`src/pdw_consts.svh`:
```
/*
 * Timing counts, field positions and data reset value for the parallel DAC
 * write port controller. Assumes a 100 ns system clock.
 */
`ifndef PDW_CONSTS_SVH
`define PDW_CONSTS_SVH

`define PDW_CLK_PERIOD_NS 100
`define PDW_T_CS_WE_NS 15
`define PDW_T_SU_REG_NS 20
`define PDW_T_HOLD_NS 5
`define PDW_T_WE_LD_NS 5
`define PDW_T_WE_HIGH_NS 20
`define PDW_T_LD_LOW_NS 23
`define PDW_CYC(ns) (((ns) + `PDW_CLK_PERIOD_NS - 1) / `PDW_CLK_PERIOD_NS)
`define PDW_SPD_BIT 0
`define PDW_PWR_BIT 1
`define PDW_REF_LO_BIT 3
`define PDW_REF_HI_BIT 4
`define PDW_DATA_RESET 12'h000

`endif

```
`src/pdw_pkg.sv`:
```
/*
 * Types for the parallel DAC write port controller.
 * Assumes pdw_consts.svh supplies the numeric constants.
 */
package pdw_pkg;
    typedef enum logic [2:0] {
        PDW_IDLE = 3'b000,
        PDW_SEL = 3'b001,
        PDW_STROBE = 3'b010,
        PDW_HOLD = 3'b011,
        PDW_LOAD = 3'b100
    } pdw_state_e;
    typedef enum logic [1:0] {
        PDW_REF_EXT0 = 2'b00,
        PDW_REF_1V024 = 2'b01,
        PDW_REF_2V048 = 2'b10,
        PDW_REF_EXT1 = 2'b11
    } pdw_ref_e;
endpackage : pdw_pkg

```
`src/pdw_host.sv`:
```
/*
 * Host-side controller that writes a 12-bit parallel-input DAC through
 * its select, write strobe, register-select and load pins.
 * Assumes a 10 MHz clock, synchronous inputs and a clockless device.
 */
// Notes on behaviour
// - Data captured on strobe rising edge only while select is low.
// - Register-select 0 writes holding latch, 1 writes setup word.
// - Host waits one clock cycle (100 ns) after strobe rise before driving load low.
// - With an external reference applied, host selects external encoding.
`timescale 1ns/1ns
`include "pdw_consts.svh"
module pdw_host #(
    parameter int DATA_W = 12
) (
    // Clock and reset
    input wire logic i_clk_sys,
    input wire logic i_reset,
    // User command port
    input wire logic i_req,
    input wire logic i_req_setup,
    input wire logic [DATA_W-1:0] i_code,
    input wire logic i_speed_choice,
    input wire logic i_powerdown_ctl,
    input wire logic [1:0] i_ref_choice,
    input wire logic i_ext_ref_present,
    input wire logic i_load_tied,
    output logic o_busy,
    output logic o_done,
    // Device pins
    output logic [DATA_W-1:0] o_parallel_data_bus,
    output logic o_select_n,
    output logic o_write_n,
    output logic o_reg_select,
    output logic o_output_load_n
);
    localparam int SEL_CYC = `PDW_CYC(`PDW_T_CS_WE_NS);
    localparam int SU_CYC = `PDW_CYC(`PDW_T_SU_REG_NS);
    localparam int HOLD_CYC = `PDW_CYC(`PDW_T_HOLD_NS);
    localparam int WE_LD_CYC = `PDW_CYC(`PDW_T_WE_LD_NS);
    localparam int LD_CYC = `PDW_CYC(`PDW_T_LD_LOW_NS);

    // Elaboration checks: the wait counter is four bits wide
    if (DATA_W != 12) begin : g_width_check
        $error("pdw_host supports only a 12-bit code");
    end
    if (SEL_CYC > 15 || SU_CYC > 15 ||
        HOLD_CYC > 15 || LD_CYC > 15) begin : g_count_check
        $error("pdw_host timing count does not fit the counter");
    end
    // The hold wait also spaces the strobe rise from the load fall
    if (WE_LD_CYC > HOLD_CYC) begin : g_load_check
        $error("pdw_host load spacing exceeds the hold wait");
    end

    pdw_pkg::pdw_state_e state_reg, state_next;
    logic [3:0] cnt_reg, cnt_next;
    logic [DATA_W-1:0] bus_reg, bus_next;
    logic sel_n_reg, sel_n_next;
    logic we_n_reg, we_n_next;
    logic rs_reg, rs_next;
    logic ld_n_reg, ld_n_next;
    logic done_reg, done_next;
    logic busy_reg, busy_next;

    // Guard external reference: force an external encoding
    function automatic logic [1:0] pdw_ref_fix(input logic [1:0] r,
                                               input logic ext);
        pdw_ref_fix = r;
        if (ext && (r == pdw_pkg::PDW_REF_1V024 ||
                    r == pdw_pkg::PDW_REF_2V048)) begin
            pdw_ref_fix = pdw_pkg::PDW_REF_EXT0;
        end
    endfunction : pdw_ref_fix

    function automatic logic [DATA_W-1:0] pdw_setup_word(
            input logic speed_choice, input logic powerdown_ctl, input logic [1:0] r);
        logic [DATA_W-1:0] w;
        w = '0;
        w[`PDW_SPD_BIT] = speed_choice;
        w[`PDW_PWR_BIT] = powerdown_ctl;
        w[`PDW_REF_HI_BIT:`PDW_REF_LO_BIT] = r;
        pdw_setup_word = w;
    endfunction : pdw_setup_word

    always_comb begin
        state_next = state_reg;
        cnt_next = cnt_reg;
        bus_next = bus_reg;
        sel_n_next = sel_n_reg;
        we_n_next = we_n_reg;
        rs_next = rs_reg;
        // Load rests high unless tied, so untying releases it
        ld_n_next = i_load_tied ? 1'b0 : 1'b1;
        done_next = 1'b0;
        unique case (state_reg)
            pdw_pkg::PDW_IDLE: begin
                if (i_req) begin
                    rs_next = i_req_setup;
                    bus_next = i_req_setup ?
                        pdw_setup_word(i_speed_choice, i_powerdown_ctl,
                            pdw_ref_fix(i_ref_choice, i_ext_ref_present)) :
                        i_code;
                    sel_n_next = 1'b0;
                    cnt_next = 4'(SEL_CYC);
                    state_next = pdw_pkg::PDW_SEL;
                end
            end
            pdw_pkg::PDW_SEL: begin
                if (cnt_reg <= 4'h1) begin
                    we_n_next = 1'b0;
                    cnt_next = 4'(SU_CYC);
                    state_next = pdw_pkg::PDW_STROBE;
                end else begin
                    cnt_next = cnt_reg - 4'h1;
                end
            end
            pdw_pkg::PDW_STROBE: begin
                if (cnt_reg <= 4'h1) begin
                    we_n_next = 1'b1;              // capture edge
                    cnt_next = 4'(HOLD_CYC);
                    state_next = pdw_pkg::PDW_HOLD;
                end else begin
                    cnt_next = cnt_reg - 4'h1;
                end
            end
            pdw_pkg::PDW_HOLD: begin
                if (cnt_reg <= 4'h1) begin
                    sel_n_next = 1'b1;
                    if (!rs_reg && !i_load_tied) begin
                        ld_n_next = 1'b0;          // one cycle after rise
                        cnt_next = 4'(LD_CYC);
                        state_next = pdw_pkg::PDW_LOAD;
                    end else begin
                        done_next = 1'b1;
                        state_next = pdw_pkg::PDW_IDLE;
                    end
                end else begin
                    cnt_next = cnt_reg - 4'h1;
                end
            end
            pdw_pkg::PDW_LOAD: begin
                if (cnt_reg <= 4'h1) begin
                    ld_n_next = i_load_tied ? 1'b0 : 1'b1;
                    done_next = 1'b1;
                    state_next = pdw_pkg::PDW_IDLE;
                end else begin
                    ld_n_next = 1'b0;
                    cnt_next = cnt_reg - 4'h1;
                end
            end
            default: begin
                state_next = pdw_pkg::PDW_IDLE;
            end
        endcase
        busy_next = (state_next != pdw_pkg::PDW_IDLE);
    end

    always_ff @(posedge i_clk_sys) begin
        if (i_reset) begin
            state_reg <= pdw_pkg::PDW_IDLE;
            cnt_reg <= 4'h0;
            bus_reg <= `PDW_DATA_RESET;
            sel_n_reg <= 1'b1;
            we_n_reg <= 1'b1;
            rs_reg <= 1'b0;
            ld_n_reg <= 1'b1;
            done_reg <= 1'b0;
            busy_reg <= 1'b0;
        end else begin
            state_reg <= state_next;
            cnt_reg <= cnt_next;
            bus_reg <= bus_next;
            sel_n_reg <= sel_n_next;
            we_n_reg <= we_n_next;
            rs_reg <= rs_next;
            ld_n_reg <= ld_n_next;
            done_reg <= done_next;
            busy_reg <= busy_next;
        end
    end

    assign o_parallel_data_bus = bus_reg;
    assign o_select_n = sel_n_reg;
    assign o_write_n = we_n_reg;
    assign o_reg_select = rs_reg;
    assign o_output_load_n = ld_n_reg;
    assign o_done = done_reg;
    assign o_busy = busy_reg;
endmodule : pdw_host

```
`config.mk`:
```
export PLATFORM = sky130hd
export DESIGN_NAME = pdw_host
export DESIGN_NICKNAME = d
export VERILOG_FILES = /design/src/pdw_pkg.sv /design/src/pdw_host.sv
export VERILOG_INCLUDE_DIRS = /design/src
export SDC_FILE = /design/constraint.sdc
export NUM_CORES = 1
export LEC_CHECK = 0
export BUFFER_PORTS_ARGS = -buffer_cell sky130_fd_sc_hd__buf_4
export CAP_MARGIN = 20
export CORE_MARGIN = 3
export CORE_UTILIZATION = 25
export DETAILED_ROUTE_END_ITERATION = 10
export GPL_TIMING_DRIVEN = 0
export HOLD_SLACK_MARGIN = 0.1
export PLACE_DENSITY_LB_ADDON = 0.25
export SYNTH_ARGS = -nofsm -noshare
export SYNTH_HDL_FRONTEND = slang
export SYNTH_SLANG_ARGS = --single-unit
```
`constraint.sdc`:
```
create_clock -name i_clk_sys -period 2 [get_ports i_clk_sys]
set_clock_uncertainty 0.2 [all_clocks]
set_input_delay 0.6 -clock i_clk_sys [delete_from_list [all_inputs] [get_ports i_clk_sys]]
set_output_delay 0.6 -clock i_clk_sys [all_outputs]
set_load 0.02 [all_outputs]
```
=== Word level (Yosys, flattened, before mapping) ===
Cells that the tools add are included.

* Input port bits: 22
* Register bits: 25
* ROM bits: 0
* Memories: 0
* Word-level logic and storage cells: 67
* RAM bits: 0
* Output and inout port bits: 18
* Bits in latches: 0

* Magnitude comparators: 1
* Div/mod/pow operators: 0
* Reductions and logical operators: 15
* Shift-type cells: 0
* Multiplexer cells: 29
* Multiply operators: 0
* Bitwise operators: 0
* Equality and inequality tests: 12
* Add/sub/neg operators: 1

{| class="wikitable"
|+ Operator list
! operator !! number
|-
| two-way mux 4 bit || 5
|-
| two-way mux 3 bit || 6
|-
| one-hot mux 4 bit (4 select lines) || 1
|-
| one-hot mux 3 bit (5 select lines) || 1
|-
| two-way mux 12 bit || 1
|-
| two-way mux 1 bit || 10
|-
| != test 2 bit, second input constant || 5
|-
| one-hot mux 1 bit (2 select lines) || 4
|-
| equality test 3 x 2 -> 1 bit, second input constant || 2
|-
| AND reduction 3 bit || 2
|-
| <= comparator 4 x 1 -> 1 bit, second input constant || 1
|-
| AND reduction 4 bit || 1
|-
| nonzero test 2 bit || 2
|-
| nonzero test 4 bit || 1
|-
| subtractor 4 x 1 -> 4 bit, second input constant || 1
|-
| equality test 3 x 1 -> 1 bit, second input constant || 1
|-
| equality test 3 bit, second input constant || 1
|-
| zero test 3 bit || 1
|-
| != test 3 bit, second input constant || 1
|-
| nonzero test 3 bit || 1
|-
| equality test 2 x 1 -> 1 bit, second input constant || 1
|-
| equality test 2 bit, second input constant || 1
|-
| logical AND 1 bit || 2
|-
| zero test 1 bit || 2
|-
| 4 further kinds || 4
|}

=== Depth between registers and ports, before layout ===
* Word-level depth: 6
* Depth in mapped cells: 7

=== Worst setup path before layout ===
No wires, ideal clock.

* Path type: reg2reg
* Start point: register cnt_reg[0]
* End point: register cnt_reg[2]
* Buffers on the path: 0
* Stages on the path, launching flop included: 7
* Library setup time: 137 ps
* Data arrival time: 1529 ps
* Path slack: 134 ps
* Period minus slack after synthesis: 1866 ps
* Cells stage by stage: dfxtp_1 > inv_1 > ha_1 > or2_2 > a32o_1 > o311ai_0 > o211ai_1

* Cells in the longest elaborated chain, start to end: 3
* Elaborated cells on any way between the ends: 9
* Those cells by class: 1 x add/sub; 1 x order compare; 2 x eq/ne; 4 x mux; 1 x reduce/logical

{| class="wikitable"
|+ Ends and longest elaborated chain
! element !! RTL line !! RTL
|-
| from (decl) || pdw_host.sv:57 || <nowiki>logic [3:0] cnt_reg, cnt_next;</nowiki>
|-
| from (signal assigned) || pdw_host.sv:172 || <nowiki>cnt_reg <= cnt_next;</nowiki>
|-
| subtractor 4 x 1 -> 4 bit / <= comparator 4 x 1 -> 1 bit (equally long branches) || n/a ||
|-
| two-way mux 4 bit, or another cell as far along || pdw_host.sv:143 || <nowiki>if (cnt_reg <= 4'h1) begin</nowiki>
|-
| one-hot mux 4 bit (4 select lines) / AND reduction 4 bit (equally long branches) || n/a ||
|}

Parallel ways exist; a longest one is shown, timed or not. The select of a mux whose other input is x is not followed.
A chain may end at the register's enable or synchronous reset.

=== Worst setup path in the final report ===
* Start point: register cnt_reg[1]
* End point: register cnt_reg[2]

The elaborated chain is that of the path after synthesis.

==> metrics <==
max FFs per register 12; Pre-antenna DRT Iters 4; Peak Freq about 0.52 GHz; clock latency on the worst-skew pair 270 ps; die extent in x 75.93 µm; Syn Area/Cell 8.430 µm²; CTS Buffer Depth 2; Max Slew Vio Count 0; leading area contributor after synthesis dfxtp_1; DRT iter0 DRCs 90; critical-path maximum fanout 3; Post-DP Area between 0.0015 and 0.002 mm²; Overflow after GRT 0; Tcrit/Tclk final about 96%; die height about 76 µm; # diodes 0; GPL Wtd Cong 0.7864; TritonCTS clock tree built; Port Buffer Count 38; Num CTS Buffers 3; Core Box Area 0.004534 mm²; crit-path cells inv_1 -> ha_1 -> or2_2 -> a32o_2 -> o311ai_2 -> o211ai_1; clock slew at reported path FFs 100 ps; IR drop worst, VDD between 400 and 500 µV; Hold Fails Final Rpt 0; element type at the critical path start flip-flop; Setup Buffers After CTS 0; reg2reg end cnt_reg[2]; Relative slew margins 60.21%; CP max stage delay 340 ps; Area Overhead vs Synth 36.13%; Final Power 1.477 mW; status finished, final reports clean; CTS H-tree depth 1; WS Path Type flip-flop to flip-flop; crit path from cnt_reg[1]; vias 1202; total wire length 3130 µm; # clock sinks 25; worst min path class flip-flop to flip-flop; Ys Warns 0; Tmin final a little under 2000 ps; CP endpoint cnt_reg[2]; Layout Cell Area excl Fill 0.001664 mm²; synth top area cells dfxtp_1 41%, nand2_1 5.8%, a21oi_1 4.9%; antenna violations before repair 0; cell depth of the worst setup path 6; syn nets 169; CP Capture Type flip-flop; Reg2Reg Launch Point cnt_reg[1]; gr usage total 10.64%; final setup fails 0; dpl hpwl ~2300 µm; # IOs 40; Post-Synthesis Cells 145; commonest non-fill, non-tap cells in the layout 41 x buf_4, 23 x dfxtp_1, 19 x nand2_1, 12 x a21oi_1, 9 x nor2_1; Seq/Total Area, Yosys between 40% and 50%; Reg2Reg Depth 6; clk root buf clkbuf_8; vias per cell 4.770; setup TNS 0 ps; largest net degree at the start of global routing 16; R2R Setup Slk 80 ps; cell row count 24; WP data required a little under 2000 ps; synthesis-stage register bit count 25; layout cell share with drive strength beyond 1 31.55%; Finished Core Util 36.70%; wire per inst roughly 12 µm; max-cap viol count 0; vias in the first global route between 1000 and 1500; DRC violations left 0; synthesized area 0.001222 mm²; Worst-Margin Slew 591.5 ps; WP buf/inv 1; slowest CP cell dfxtp_2; Synth cell types 34; first-pass GRT wire length approximately 5300 µm; Initial Util 26.96%; Final Net Count 212; top cell type's share of synthesized area approximately two fifths; leakage 0.6640 nW; Die ar. 0.005765 mm²; most common cell after layout, fill and taps aside buf_4; arrival time worst endpoint 1870 ps; Final ANT Viol Nets 0; PD cells 887.6 mW/mm²; kind of cell adding the most delay to the critical path compound AO/OA/AOI/OAI gates
==> worst min path at each step <==
stage,from,endpoint,slack (ps),cells past startpoint
floorplan,cnt_reg[1],cnt_reg[1],240,2
global placement,o_parallel_data_bus[5],o_parallel_data_bus[5],240,2
detailed placement,o_parallel_data_bus[2],o_parallel_data_bus[2],250,2
CTS,o_parallel_data_bus[2],o_parallel_data_bus[2],260,2
global route,o_parallel_data_bus[9],o_parallel_data_bus[9],280,2
finish,o_parallel_data_bus[9],o_parallel_data_bus[9],260,2
==> synthesized netlist by cell type, drive strengths merged <==
cell type,number
a221o,1
mux2i,3
nor3,7
nand2,19
and2,1
or4b,1
nor2,9
nand2b,3
o21ba,2
o211ai,5
buf,5
a311oi,3
a21oi,12
nor3b,1
or4,2
a2111oi,1
o31ai,1
nand3b,8
nor2b,1
o311ai,2
o22ai,1
or3,2
clkbuf,4
a211oi,4
inv,7
o211a,1
o21ai,7
a32o,1
a21boi,1
or2,2
nor4,1
dfxtp,25
ha,2
==> kinds of logic (layout without fill, tap and decap cells) <==
logic type	after synthesis	after routing	share of synthesized area [%]
AND/OR/NAND/NOR	57	57	25.08
AO/OA/AOI/OAI	42	42	23.44
flip-flops	25	25	40.94
buffers and inverters	16	58	6.039
multiplexers	3	3	2.457
adder cells (fa/ha/maj)	2	2	2.047
==> area by class of cell <==
type | instances | area, µm²
fill | 499 | 2870
multi-input combinational | 104 | 671.9
timing repair buffer | 38 | 285.3
inverter | 7 | 26.28
clock buffer | 3 | 41.29
sequential | 25 | 503.0
buffer | 9 | 47.55
tap | 65 | 81.33
clock inverter | 1 | 7.507
==> through the flow <==
step	hold WS (ps)	cells	worst slack [ps]
after CTS	264.5	252	9.902
after global routing	278.3	252	-0.3006
after detailed placement	248.5	248	-48.88
after global placement	240.9	248	-54.20
final	257.7	252	76.32
after floorplan	243.9	145	133.9
==> layer usage <==
layer,wire length (µm),track usage (%)
met5,0,0
met3,257,4.028
met4,10,1.087
met2,1430,18.26
met1,1431,13.13
==> worst min-delay path: stages, from the launching register on <==
cell and delay, ps:
dfxtp_1 320, nand2_1 50, a21oi_1 50
==> timing repair <==
action,4_1_cts,5_1_grt
cloned,0,0
setup endpoints to repair,3,3
pin swaps,0,1
resized for setup,3,6
hold buffers,0,0
==> power breakdown <==
part           internal [mW]  total, mW  switching [mW]
logic                  0.235      0.545           0.310
clock network          0.141      0.312           0.170
registers              0.570      0.620          0.0499
Power figures use the tool's default switching activity.
